## src/logic/sarh_regs.svh

```systemverilog
// timing constants for the converter host port
// assumes a 100 MHz system clock; counts are whole clock cycles
`ifndef SARH_REGS_SVH
`define SARH_REGS_SVH
`define SARH_CLK_NS 10
`define SARH_CONV_MAX_NS 360
`define SARH_ACQ_MIN_NS 100
`define SARH_BUSY_RISE_NS 40
`define SARH_MSB_VALID_NS 10
`define SARH_CONVERSION_START_N_W_NS 20
`define SARH_ABORT_NS 60
`define SARH_DATA_HOLD_NS 40
`define SARH_READ_TO_CONV_NS 50
`define SARH_RD_LOW_NS 50
`define SARH_RD_HIGH_NS 20
`define SARH_EN_NS 20
`define SARH_BYTE_SPACE_NS 50
`define SARH_CS_BUSY_NS 50
// least times round up, longest round down, none below one cycle
`define SARH_CYC_UP(ns) (((ns) + `SARH_CLK_NS - 1) / `SARH_CLK_NS)
`define SARH_CYC_DN(ns) ((ns) / `SARH_CLK_NS)
`define SARH_CNT_W 6
`endif

```

## src/logic/sarh_pkg.sv

```systemverilog
// types for the converter host port
// assumes sarh_regs.svh constants are used alongside
package sarh_pkg;
  typedef enum logic [2:0] {
    SARH_IDLE, SARH_START, SARH_HIGH, SARH_WAIT_BUSY, SARH_CONV,
    SARH_READ, SARH_GAP, SARH_ACQ
  } sarh_state_t;
  typedef struct packed {
    logic cs_n;
    logic conversion_start_n_n;
    logic rd_n;
    logic byte_sel;
  } sarh_pins_t;
endpackage

```

## src/logic/sarh_host.sv

```systemverilog
// host controller for a 16-bit sampling converter with parallel read port
// assumes pins synchronous to clk_sys_i; data bus is only read, never driven
// Summary of operation
// - wait 100 ns acquisition before next start
// - start strobe low and high 20 ns
// - abort between 60 and 340 ns (here only the lower limit is kept; a late request in SARH_CONV still aborts)
// - chip select low before start strobe falls (here both fall on the same clock edge)
// - no bus activity 40 ns after start
// - last read ends 50 ns before start
// - read low 50 ns, high 20 ns
// - byte changes spaced 50 ns apart
// - chip select rise 50 ns from busy fall
// - read only after busy falls
`include "sarh_regs.svh"
module sarh_host
  import sarh_pkg::*;
#(
  parameter int DEPTH = 16
) (
  input wire logic clk_sys_i,
  input wire logic resetn_i,
  input wire logic start_i,
  input wire logic abort_i,
  input wire logic byte_mode_i,
  input wire logic busy_i,
  input wire logic [15:0] data_i,
  output logic conversion_start_n_o,
  output logic cs_n_o,
  output logic rd_n_o,
  output logic byte_sel_o,
  output logic busy_o,
  output logic timeout_o,
  output logic signed [15:0] result_o,
  output logic result_valid_o,
  input wire logic result_ready_i
);
  localparam logic [5:0] C_CONVERSION_START_N = 6'(`SARH_CYC_UP(`SARH_CONVERSION_START_N_W_NS));
  localparam logic [5:0] C_HOLD = 6'(`SARH_CYC_UP(`SARH_DATA_HOLD_NS));
  localparam logic [5:0] C_CONV = 6'(`SARH_CYC_DN(`SARH_CONV_MAX_NS));
  localparam logic [5:0] C_ABORT = 6'(`SARH_CYC_UP(`SARH_ABORT_NS));
  localparam logic [5:0] C_ACQ = 6'(`SARH_CYC_UP(`SARH_ACQ_MIN_NS));
  localparam logic [5:0] C_RDL = 6'(`SARH_CYC_UP(`SARH_RD_LOW_NS));
  localparam logic [5:0] C_RDH = 6'(`SARH_CYC_UP(`SARH_RD_HIGH_NS));
  localparam logic [5:0] C_GAP = 6'(`SARH_CYC_UP(`SARH_READ_TO_CONV_NS));
  localparam logic [5:0] C_CSB = 6'(`SARH_CYC_UP(`SARH_CS_BUSY_NS));
  localparam logic [5:0] C_BYTE = 6'(`SARH_CYC_UP(`SARH_BYTE_SPACE_NS));

  sarh_state_t st_r, st_nxt;
  sarh_pins_t pins_r;
  logic [5:0] cnt_r;
  logic [5:0] conv_cnt_r;
  logic half_r;
  logic [15:0] res_r;
  logic push_r, fifo_ready, abort_pend_r, timeout_r, mode_r, last_r;
  logic [15:0] fifo_data;
  logic fifo_valid;

  function automatic logic [5:0] max6(input logic [5:0] a, input logic [5:0] b);
    return (a > b) ? a : b;
  endfunction

  always_comb begin
    st_nxt = st_r;
    unique case (st_r)
      SARH_IDLE: if (start_i && fifo_ready) st_nxt = SARH_START;
      SARH_START: if (cnt_r == '0) st_nxt = SARH_HIGH;
      SARH_HIGH: if (cnt_r == '0) st_nxt = SARH_WAIT_BUSY;
      SARH_WAIT_BUSY: if (!busy_i) st_nxt = SARH_READ;
        else st_nxt = SARH_CONV;
      SARH_CONV: if (!busy_i || (abort_pend_r && cnt_r == '0)) st_nxt = SARH_READ;
      SARH_READ: if (cnt_r == '0 && last_r) st_nxt = SARH_GAP;
      SARH_GAP: if (cnt_r == '0) st_nxt = SARH_ACQ;
      SARH_ACQ: if (cnt_r == '0) st_nxt = SARH_IDLE;
    endcase
  end

  always_ff @(posedge clk_sys_i or negedge resetn_i) begin
    if (!resetn_i) begin
      st_r <= SARH_IDLE;
      cnt_r <= '0;
    end else begin
      st_r <= st_nxt;
      if (st_nxt != st_r) begin
        unique case (st_nxt)
          SARH_START: cnt_r <= C_CONVERSION_START_N - 6'h01;
          SARH_HIGH: cnt_r <= max6(C_CONVERSION_START_N, C_HOLD - C_CONVERSION_START_N) - 6'h01;
          SARH_CONV: cnt_r <= C_ABORT - C_CONVERSION_START_N - C_HOLD + 6'h01;
          SARH_READ: cnt_r <= C_CSB;
          SARH_GAP: cnt_r <= C_GAP;
          SARH_ACQ: cnt_r <= C_ACQ;
          default: cnt_r <= '0;
        endcase
      end else if (st_r == SARH_READ && cnt_r == '0 && !rd_n_o) begin
        cnt_r <= C_RDH;
      end else if (st_r == SARH_READ && cnt_r == '0 && rd_n_o) begin
        cnt_r <= max6(C_RDL, C_BYTE);
      end else if (cnt_r != '0) begin
        cnt_r <= cnt_r - 6'h01;
      end
    end
  end

  // pin drive; chip select falls with the strobe, never after it
  always_ff @(posedge clk_sys_i or negedge resetn_i) begin
    if (!resetn_i) begin
      pins_r <= '{cs_n: 1'b1, conversion_start_n_n: 1'b1, rd_n: 1'b1, byte_sel: 1'b0};
      half_r <= 1'b0;
      last_r <= 1'b0;
      res_r <= '0;
      push_r <= 1'b0;
    end else begin
      push_r <= 1'b0;
      if (st_nxt == SARH_START && st_r == SARH_IDLE) begin
        pins_r.cs_n <= 1'b0;
        pins_r.conversion_start_n_n <= 1'b0;
        pins_r.byte_sel <= 1'b0;
        half_r <= 1'b0;
        last_r <= 1'b0;
      end
      if (st_r == SARH_START && cnt_r == '0) pins_r.conversion_start_n_n <= 1'b1;
      if (st_r == SARH_CONV && abort_pend_r && cnt_r == '0 && busy_i)
        pins_r.conversion_start_n_n <= 1'b0;
      if (st_r == SARH_READ) begin
        // an abort strobe enters here low and must still stand its full width
        if (cnt_r <= C_CSB - C_CONVERSION_START_N + 6'h01) pins_r.conversion_start_n_n <= 1'b1;
        if (cnt_r == '0 && rd_n_o && !last_r) pins_r.rd_n <= 1'b0;
        if (cnt_r == '0 && !rd_n_o) begin
          pins_r.rd_n <= 1'b1;
          // sample at the strobe rise: data stays valid up to it
          if (!mode_r) res_r <= data_i;
          else if (!half_r) res_r[15:8] <= data_i[7:0];
          else res_r[7:0] <= data_i[7:0];
          if (mode_r && !half_r) begin
            half_r <= 1'b1;
            pins_r.byte_sel <= 1'b1;
          end else begin
            push_r <= 1'b1;
            last_r <= 1'b1;
          end
        end
      end
      // byte select goes home with chip select so the next start sees no bus change
      if (st_nxt == SARH_GAP && st_r == SARH_READ) begin
        pins_r.cs_n <= 1'b1;
        pins_r.byte_sel <= 1'b0;
      end
    end
  end

  // conversion watchdog: busy beyond its longest time flags a fault
  always_ff @(posedge clk_sys_i or negedge resetn_i) begin
    if (!resetn_i) begin
      conv_cnt_r <= '0;
    end else begin
      if (busy_i && conv_cnt_r != C_CONV) conv_cnt_r <= conv_cnt_r + 6'h01;
      else if (!busy_i) conv_cnt_r <= '0;
    end
  end

  // abort request is kept only while a conversion runs
  always_ff @(posedge clk_sys_i or negedge resetn_i) begin
    if (!resetn_i) begin
      abort_pend_r <= 1'b0;
    end else if (abort_i && st_r == SARH_CONV) begin
      abort_pend_r <= 1'b1;
    end else if (st_r != SARH_CONV) begin
      abort_pend_r <= 1'b0;
    end
  end

  // sticky fault, cleared only when a new conversion is accepted
  always_ff @(posedge clk_sys_i or negedge resetn_i) begin
    if (!resetn_i) begin
      timeout_r <= 1'b0;
    end else if (busy_i && conv_cnt_r == C_CONV) begin
      timeout_r <= 1'b1;
    end else if (st_nxt == SARH_START && st_r == SARH_IDLE) begin
      timeout_r <= 1'b0;
    end
  end

  // transfer width is frozen at the start so a late change cannot split a result
  always_ff @(posedge clk_sys_i or negedge resetn_i) begin
    if (!resetn_i) begin
      mode_r <= 1'b0;
    end else if (st_nxt == SARH_START && st_r == SARH_IDLE) begin
      mode_r <= byte_mode_i;
    end
  end

  sarh_fifo #(.WIDTH(16), .DEPTH(DEPTH)) u_fifo (
    .clk_sys_i(clk_sys_i),
    .resetn_i(resetn_i),
    .in_data_i(res_r),
    .in_valid_i(push_r),
    .in_ready_o(fifo_ready),
    .out_data_o(fifo_data),
    .out_valid_o(fifo_valid),
    // pop only a word that is shown, so a ready held high loses nothing
    .out_ready_i(result_ready_i && result_valid_o)
  );

  // outputs from flops; fifo output is registered head via skid-free latch
  always_ff @(posedge clk_sys_i or negedge resetn_i) begin
    if (!resetn_i) begin
      result_o <= '0;
      result_valid_o <= 1'b0;
    end else begin
      result_o <= fifo_data;
      result_valid_o <= fifo_valid && !(result_ready_i && result_valid_o);
    end
  end

  // busy covers the whole pin sequence, acquisition gap included
  always_ff @(posedge clk_sys_i or negedge resetn_i) begin
    if (!resetn_i) begin
      busy_o <= 1'b0;
    end else begin
      busy_o <= st_nxt != SARH_IDLE;
    end
  end

  assign conversion_start_n_o = pins_r.conversion_start_n_n;
  assign cs_n_o = pins_r.cs_n;
  assign rd_n_o = pins_r.rd_n;
  assign byte_sel_o = pins_r.byte_sel;
  assign timeout_o = timeout_r;
endmodule

```

## src/logic/sarh_fifo.sv

```systemverilog
// result fifo between the pin sequencer and the user
// assumes one clock; flop storage addressed by index
module sarh_fifo #(
  parameter int WIDTH = 16,
  parameter int DEPTH = 16
) (
  input wire logic clk_sys_i,
  input wire logic resetn_i,
  input wire logic [WIDTH-1:0] in_data_i,
  input wire logic in_valid_i,
  output logic in_ready_o,
  output logic [WIDTH-1:0] out_data_o,
  output logic out_valid_o,
  input wire logic out_ready_i
);
  localparam int AW = $clog2(DEPTH);
  logic [WIDTH-1:0] mem_r [DEPTH];
  logic [AW-1:0] wp_r, rp_r;
  logic [AW:0] cnt_r;
  logic push, pop;
  assign push = in_valid_i && in_ready_o;
  assign pop = out_valid_o && out_ready_i;
  assign in_ready_o = cnt_r != (AW+1)'(DEPTH);
  assign out_valid_o = cnt_r != '0;
  assign out_data_o = mem_r[rp_r];
  always_ff @(posedge clk_sys_i) begin
    if (push) begin
      mem_r[wp_r] <= in_data_i;
    end
  end
  always_ff @(posedge clk_sys_i or negedge resetn_i) begin
    if (!resetn_i) begin
      wp_r <= '0;
      rp_r <= '0;
      cnt_r <= '0;
    end else begin
      if (push) begin
        wp_r <= (wp_r == AW'(DEPTH-1)) ? '0 : wp_r + 1'b1;
      end
      if (pop) begin
        rp_r <= (rp_r == AW'(DEPTH-1)) ? '0 : rp_r + 1'b1;
      end
      cnt_r <= cnt_r + (AW+1)'(push) - (AW+1)'(pop);
    end
  end
endmodule

```

## config.mk

```make
export PLATFORM = sky130hd
export DESIGN_NAME = sarh_host
export DESIGN_NICKNAME = d
export VERILOG_FILES = /design/src/logic/sarh_pkg.sv /design/src/logic/sarh_host.sv /design/src/logic/sarh_fifo.sv
export VERILOG_INCLUDE_DIRS = /design/src /design/src/logic
export SDC_FILE = /design/constraint.sdc
export NUM_CORES = 1
export LEC_CHECK = 0
export ABC_AREA = 1
export BUFFER_PORTS_ARGS = -buffer_cell sky130_fd_sc_hd__clkbuf_2
export CAP_MARGIN = 5
export CORE_MARGIN = 2
export CORE_UTILIZATION = 42
export DETAILED_ROUTE_END_ITERATION = 6
export GPL_TIMING_DRIVEN = 0
export REMOVE_ABC_BUFFERS = 1
export SLEW_MARGIN = 5
export SYNTH_ARGS = -nofsm -noshare
export SYNTH_HDL_FRONTEND = slang
export SYNTH_SLANG_ARGS = --single-unit
```

## constraint.sdc

```tcl
create_clock -name clk_sys_i -period 6.9 [get_ports clk_sys_i]
set_clock_uncertainty 0.05 [all_clocks]
set_input_delay 0.345 -clock clk_sys_i [delete_from_list [all_inputs] [get_ports clk_sys_i]]
set_output_delay 0.345 -clock clk_sys_i [all_outputs]
set_load 0.03 [all_outputs]
```

==> summary.txt, run 1 <==
Min path
  – Class of the most critical hold timing path: input pin to flip-flop
  – Cell depth of the worst min-delay path: 3
  – Endpoint, Worst Hold: abort_pend_r
  – Launch point of the worst hold path: abort_i

Timing
  – Final Critical Period: between 4 and 5 ns
  – Max Clock Freq: slightly above 0.2 GHz
  – Count of final setup violators: 0
  – Setup repair after global routing missed its margin: false
  – Max-slew violations: 0
  – Hold_ws: 0.0170 ns
  – Final worst setup slack: 2.06 ns
  – Slew margin rel.: 15.0%
  – Fin. Hold Viols: 0
  – Worst Max-Slew Pin Slew: between 1 and 1.5 ns
  – Fin crit share: roughly 70%

Cells and area
  – Util after Layout: 48.6%
  – Number of antenna cells inserted: 0
  – Share of layout cells above drive strength 1: 14.1%
  – Area growth syn-to-layout: 14.5%
  – Leading cell type in the layout, fill and taps excluded: edfxtp_1
  – Final instance count without filler cells: roughly 1600
  – Number of nets in the finished design: 1177
  – Filler instances: between 2000 and 3000
  – Commonest cells after routing, fill and taps aside: 256 x edfxtp_1, 206 x nand2_1, 101 x o21ai_0, 88 x nor2_1, 67 x dfrtp_1

Route
  – Residual DRC count: 0
  – Via count: about 8700
  – Routed Antenna Nets: 0
  – Drt first-iter violations: about 800
  – Routed wire length: 32.4 mm
  – Drt wl/cell: a little over 20 um
  – Via/cell ratio: ~5.5
  – Detailed Routing Iterations Pass 1: 7

Floorplan
  – Starting Density: about 42%
  – Row count: between 60 and 70
  – Boundary pin count: 46
  – Floorplan die area: 33300 um^2
  – Chip width: ~180 um
  – Die Height: ~180 um
  – Area of the core: about 31000 um^2

Setup path
  – Critical setup path kind: flip-flop to flip-flop
  – Critical path arrival: about 5.2 ns
  – Maximum fanout along the worst path: 21
  – Required time of the critical path: around 7.2 ns
  – Element type at the critical path start: flip-flop
  – Critical path endpoint category: flip-flop
  – Reg-to-reg endpoint: result_o[1]
  – Flop2flop setup slack: between 2 and 2.5 ns
  – Startpoint of the lowest-slack register-to-register path: u_fifo.rp_r[2]
  – Number of cells traversed by the worst register-to-register path: 7

Logic synthesis
  – Synthesized area divided by synthesized cell count: about 12 um^2
  – Post-Synthesis Cell Area: between 10000 and 15000 um^2
  – Count of cell types in the netlist: 41
  – Post-Syn Instances: about 1100
  – Register bit count reported by yosys: 328
  – Most instantiated flip-flop cell in the synthesis netlist: edfxtp_1
  – Sequential-to-total area share from yosys stat: 71.0%
  – Number of flops mapped to enable cells by yosys: about 260
  – Count of yosys warnings during synthesis: 0
  – Share of flip-flops with an asynchronous set or reset: 22.0%

GRT
  – Global Route Usage Sum: 20.0%
  – Wire length of the first global-routing pass: between 50 and 60 mm
  – Number of antenna violations at the first check in global routing: 0
  – Number of global-route vias before repair: approximately 8500
  – Pin count of the biggest net entering global routing: between 60 and 70
  – GR Overflow Total: 0

Placed design
  – Input/output buffers: 45
  – Dpl hpwl: around 18 mm
  – Inst Count DP: 1500
  – Worst setup timing slack at the placement stage: ~2.1 ns
  – Final Wtd Congestion: between 0.7 and 0.8

Clocking
  – Number of buffers created by CTS: 36
  – Worst-skew pair later-pin latency: around 0.52 ns
  – Number of resized instances in the post-cts repair step: 0
  – Worst-case clock buffer depth: 3
  – # H-tree levels: 2
  – Clock transition at the register clock pins on the worst setup and hold paths after CTS: ~0.060 ns
  – Number of clock sinks seen by CTS: 328
  – Clock tree from TritonCTS: yes
  – Cell chosen for the clock root: clkbuf_16

Power and ir drop
  – Tot Pwr: 6.61 mW
  – Power Density: roughly 430 nW/um^2
  – Peak VDD IR: 0.000239 V
  – Reported leakage power: about 5.7 nW

Job
  – Max capacitance violation total: 0

Run status
  – Run status: completed
worst max-delay path, stage by stage, from the launching register on:
cell      delay, ns
dfrtp_1        1.10
inv_1          0.80
nor2_2         0.92
clkinv_1       1.03
a21oi_1        0.38
a221oi_1       0.12
o21ai_0        0.14
nand2_1        0.14
synthesized netlist by cell type, types with 3 or more instances:
cell        n  area share, %
nor2_1    104            2.9
a221oi_1   18            1.2
nor3_1      7           0.26
ha_1       15            1.4
xor2_1      8           0.52
nand3_1    48            1.8
o21ai_2    13           0.85
o221ai_1   14           0.92
o22ai_1    18           0.84
a21oi_1    47            1.8
nand4_1    22            1.0
mux2i_1     3           0.22
nand2_4     3           0.25
o21ai_0   101            3.8
nand2_2     3           0.14
buf_2      10           0.37
inv_2       3          0.084
dfrtp_1    69             13
clkbuf_1   37            1.0
nand2_1   206            5.8
inv_1      51            1.4
xnor2_1     3           0.20
edfxtp_1  256             58
dfstp_2     3           0.59
buf_6       4           0.34
where the power goes:
group | total (mW) | switching, mW | internal, mW | leakage [nW]
Combinational | 1.84 | 1.25 | 0.596 | 2.00
Sequential | 2.97 | 0.440 | 2.53 | 3.15
Clock | 1.79 | 0.762 | 1.03 | 0.522
kinds of logic (layout without fill, tap and decap cells):
family / count (synthesis) / after routing / synth area share, %
multiplexers: 3 / 3 / 0.225
XOR/XNOR: 11 / 11 / 0.721
buffers and inverters: 111 / 187 / 3.55
adder cells (fa/ha/maj): 16 / 16 / 1.55
flip-flops: 328 / 328 / 71.0
AND/OR/NAND/NOR: 404 / 404 / 13.3
AO/OA/AOI/OAI: 217 / 217 / 9.65
flip-flops by register name, indices dropped and copies added, names as in the netlist, 3 cells and up:
signal / cells
cnt_r: 6
conv_cnt_r: 6
res_r: 16
result_o: 16
st_r: 3
u_fifo.cnt_r: 5
u_fifo.mem_r: 256
u_fifo.rp_r: 4
u_fifo.wp_r: 4
worst max path at each step:
| stage | start | endpoint | slack, ns | cells after the start |
|---|---|---|---|---|
| finish | u_fifo.rp_r[2] | result_o[1] | 2.06 | 7 |
| global route | u_fifo.rp_r[2] | result_o[4] | 1.90 | 7 |
| CTS | u_fifo.rp_r[2] | result_o[1] | 2.11 | 7 |
| detailed placement | u_fifo.rp_r[2] | result_o[1] | 2.12 | 7 |
| global placement | u_fifo.rp_r[0] | result_o[3] | -2.29 | 5 |
| floorplan | u_fifo.rp_r[0] | result_o[0] | 1.78 | 5 |
what timing repair did:
item                      4_1_cts  5_1_grt
setup buffers                   0        0
hold endpoints to repair       33        0
hold buffers                    2        0
metrics by stage:
step                area [um^2]  setup TNS, ns
global placement          13800         -38.99
finish                    15300              0
CTS                       15300              0
global route              15300              0
floorplan                 13100              0
detailed placement        14200              0
metal layers:
metal / up-vias / global-route usage [%] / routed length (um)
li1: 4000 / - / -
met1: 4283 / 28.7 / 14400
met2: 329 / 31.4 / 15000
met3: 54 / 3.55 / 2430
met4: 0 / 5.71 / 660
met5: - / 0 / 0
final cells by class:
| type | instances | area (um^2) | share of cell area [%] |
|---|---|---|---|
| timing repair buffer | 63 | 531 | 3.47 |
| clock inverter | 8 | 62.6 | 0.409 |
| tap | 402 | 503 | 3.29 |
| multi-input combinational | 651 | 3450 | 22.6 |
| clock buffer | 58 | 1020 | 6.70 |
| sequential | 328 | 9500 | 62.1 |
| inverter | 58 | 225 | 1.47 |
(Power assumes the default switching activity.)
==> inputs of run 2 (changes only) <==
==> constraint.sdc (replaced) <==
create_clock -name clk_sys_i -period 4 [get_ports clk_sys_i]
set_clock_uncertainty 0.05 [all_clocks]
set_input_delay 0.2 -clock clk_sys_i [delete_from_list [all_inputs] [get_ports clk_sys_i]]
set_output_delay 0.2 -clock clk_sys_i [all_outputs]
set_load 0.03 [all_outputs]
==> run 2 against run 1 <==
  * Cell count increased by 1.1%
  * Design area increased by 1.2%
  * Routed wire length increased by 0.23%
  * Sequential power increased by 73%
  * Die area unchanged
  * First-iteration DRC count increased by 6.4%
  * Highest routed layer unchanged
==> summary.txt, run 2 (synthesized netlist as in run 1, its figures left out) <==
Power and ir drop
  – Reported leakage power: 5.74 nW (+1.4%)
  – Power Density: 737 nW/um^2 (+71%)
  – Peak VDD IR: 0.000416 V (+74%)
  – Tot Pwr: 11.4 mW (+73%)

Route
  – Via/cell ratio: 5.47 (-0.96%)
  – Drt first-iter violations: 854 (+6.4%)
  – Routed wire length: 32.5 mm (+0.23%)
  – Via count: 8681 (+0.17%)
  – Detailed Routing Iterations Pass 1: 5 (-2)
  – Residual DRC count: 0 (unchanged)
  – Routed Antenna Nets: 0 (unchanged)
  – Drt wl/cell: 20.5 um (-0.91%)

Floorplan
  – Die Height: 182 um (unchanged)
  – Area of the core: 31500 um^2 (unchanged)
  – Boundary pin count: 46 (unchanged)
  – Floorplan die area: 33300 um^2 (unchanged)
  – Chip width: 182 um (unchanged)
  – Row count: 65 (unchanged)
  – Starting Density: 42.5% (unchanged)

Setup path
  – Critical path arrival: 3.75 ns (-1.41 ns)
  – Flop2flop setup slack: 0.58 ns (-1.48 ns)
  – Buffers & Inverters on Critical Path: 2 (unchanged)
  – Cell with the biggest individual delay on the critical path: dfrtp_2
  – Stages on worst setup path: 7 (unchanged)
  – Element type at the critical path start: flip-flop
  – Number of cells traversed by the worst register-to-register path: 7 (unchanged)
  – Delay-heaviest family, CP: buffers and inverters
  – Required time of the critical path: 4.32 ns (-2.90 ns)
  – Ordered cell list for the critical path: inv_1 -> nor2_4 -> clkinv_2 -> a21oi_1 -> a221oi_1 -> o21ai_0 -> nand2_1
  – Critical setup path kind: flip-flop to flip-flop
  – Critical path endpoint category: flip-flop
  – Maximum fanout along the worst path: 21 (unchanged)
  – Longest individual stage delay on the worst path: 0.78 ns (-0.32 ns)

Cells and area
  – Number of nets in the finished design: 1195 (+1.5%)
  – Commonest cells after routing, fill and taps aside: 256 x edfxtp_1, 206 x nand2_1, 101 x o21ai_0, 88 x nor2_1, 66 x dfrtp_1
  – Register name with the most flops: u_fifo.mem_r
  – Filler instances: 2769 (-0.72%)
  – Max reg flops: 256 (unchanged)
  – Top Registers: u_fifo.mem_r: 256 flops, res_r: 16 flops, result_o: 16 flops
  – Area growth syn-to-layout: 15.9%
  – Util after Layout: 49.2% (+0.60 points)
  – Leading cell type in the layout, fill and taps excluded: edfxtp_1
  – Share of layout cells above drive strength 1: 14.0% (-0.045 points)
  – Number of antenna cells inserted: 0 (unchanged)
  – Design Area, Final: 15500 um^2 (+1.2%)

Min path
  – Class of the most critical hold timing path: input pin to flip-flop
  – Cell depth of the worst min-delay path: 3 (unchanged)

Timing
  – Max Clock Freq: 0.292 GHz (+41%)
  – Final worst setup slack: 0.576 ns (-1.48 ns)
  – Count of final setup violators: 0 (unchanged)
  – Final TNS setup: 0 ns (unchanged)
  – Worst Max-Slew Pin Slew: 1.30 ns (+0.0199 ns)
  – Fin crit share: 85.6% (+15 points)
  – Fin. Hold Viols: 0 (unchanged)
  – Setup repair after global routing missed its margin: false
  – Slew margin rel.: 13.7% (-1.3 points)
  – Final Critical Period: 3.42 ns (-1.42 ns)
  – Max-slew violations: 0 (unchanged)

GRT
  – Most used routing layer in global routing: met2
  – Wire length of the first global-routing pass: 50.5 mm (+0.51%)
  – Number of antenna violations at the first check in global routing: 0 (unchanged)
  – Pin count of the biggest net entering global routing: 69 (unchanged)
  – Met1 Use GR: 28.5% (-0.17 points)
  – Global Route Usage Sum: 20.1% (+0.096 points)
  – Met2 layer usage reported by global route: 31.9% (+0.50 points)
  – Number of global-route vias before repair: 8659 (+1.5%)
  – GR Overflow Total: 0 (unchanged)
  – Met3 usage: 3.55% (unchanged)

Placed design
  – Input/output buffers: 45 (unchanged)
  – Worst setup timing slack at the placement stage: -0.780 ns (-2.90 ns)
  – Final Wtd Congestion: 0.780 (unchanged)
  – Placed Instance Area: 14200 um^2 (unchanged)
  – Dpl hpwl: 18.5 mm (unchanged)

Job
  – Max capacitance violation total: 0 (unchanged)

Clocking
  – Buffers inserted by post-CTS timing repair: 0 (unchanged)
  – Cell chosen for the clock root: clkbuf_16
  – Worst-skew pair later-pin latency: 0.52 ns (about the same)
  – Number of buffers created by CTS: 36 (unchanged)
  – Worst-case clock buffer depth: 3 (unchanged)
  – Clock tree from TritonCTS: yes
  – # H-tree levels: 2 (unchanged)
  – Clock transition at the register clock pins on the worst setup and hold paths after CTS: 0.06 ns (about the same)
  – Number of clock sinks seen by CTS: 328 (unchanged)

Run status
  – Run status: completed
run 2: cell types whose count changed in the layout (fill, tap and decap cells not counted), sizes merged:
cell and change:
dlygate4sd3 +18
run 2: metal layers:
layer  vias to the layer above  wire length [um]
met4                         0               856
met3                        69              2230
met2                       339             14800
li1                       4038                 -
met5                         -                 0
met1                      4235             14600
run 2: cell type report:
| type | instances | area (um^2) | area share (%) |
|---|---|---|---|
| Clock inverter | 8 | 62.6 | 0.404 |
| Timing Repair Buffer | 81 | 711 | 4.59 |
| Sequential cell | 328 | 9500 | 61.3 |
| Inverter | 58 | 226 | 1.46 |
| Multi-Input combinational cell | 651 | 3460 | 22.3 |
| Clock buffer | 58 | 1020 | 6.62 |
| Tap cell | 402 | 503 | 3.25 |
run 2: worst paths after layout:
path / startpoint / end
min reg2reg: timeout_o / timeout_o
min: data_i[10] / res_r[10]
max: u_fifo.rp_r[2] / result_o[1]
min in group asynchronous: resetn_i / mode_r
max reg2reg: u_fifo.rp_r[2] / result_o[1]
max in group asynchronous: resetn_i / result_o[2]
run 2: stage by stage:
step                hold slack (ns)  instances
floorplan                    -0.146       1037
global placement              0.376       1484
detailed placement            0.205       1500
CTS                          0.0864       1586
global route                  0.148       1586
finish                        0.137       1586
run 2: worst min-delay path, cell delays in order:
cell and delay, ns:
clkbuf_2 0.08, o21ai_0 0.20, o21ai_2 0.19
run 2: what timing repair did:
action,4_1_cts,5_1_grt
hold endpoints to repair,56,0
setup endpoints to repair,16,13
pin swaps,0,0
resized for setup,2,1
hold buffers,20,0
run 2: power by group:
group          switching, mW  internal [mW]
Clock                   1.31           1.77
Combinational           2.16           1.04
Sequential             0.761           4.37
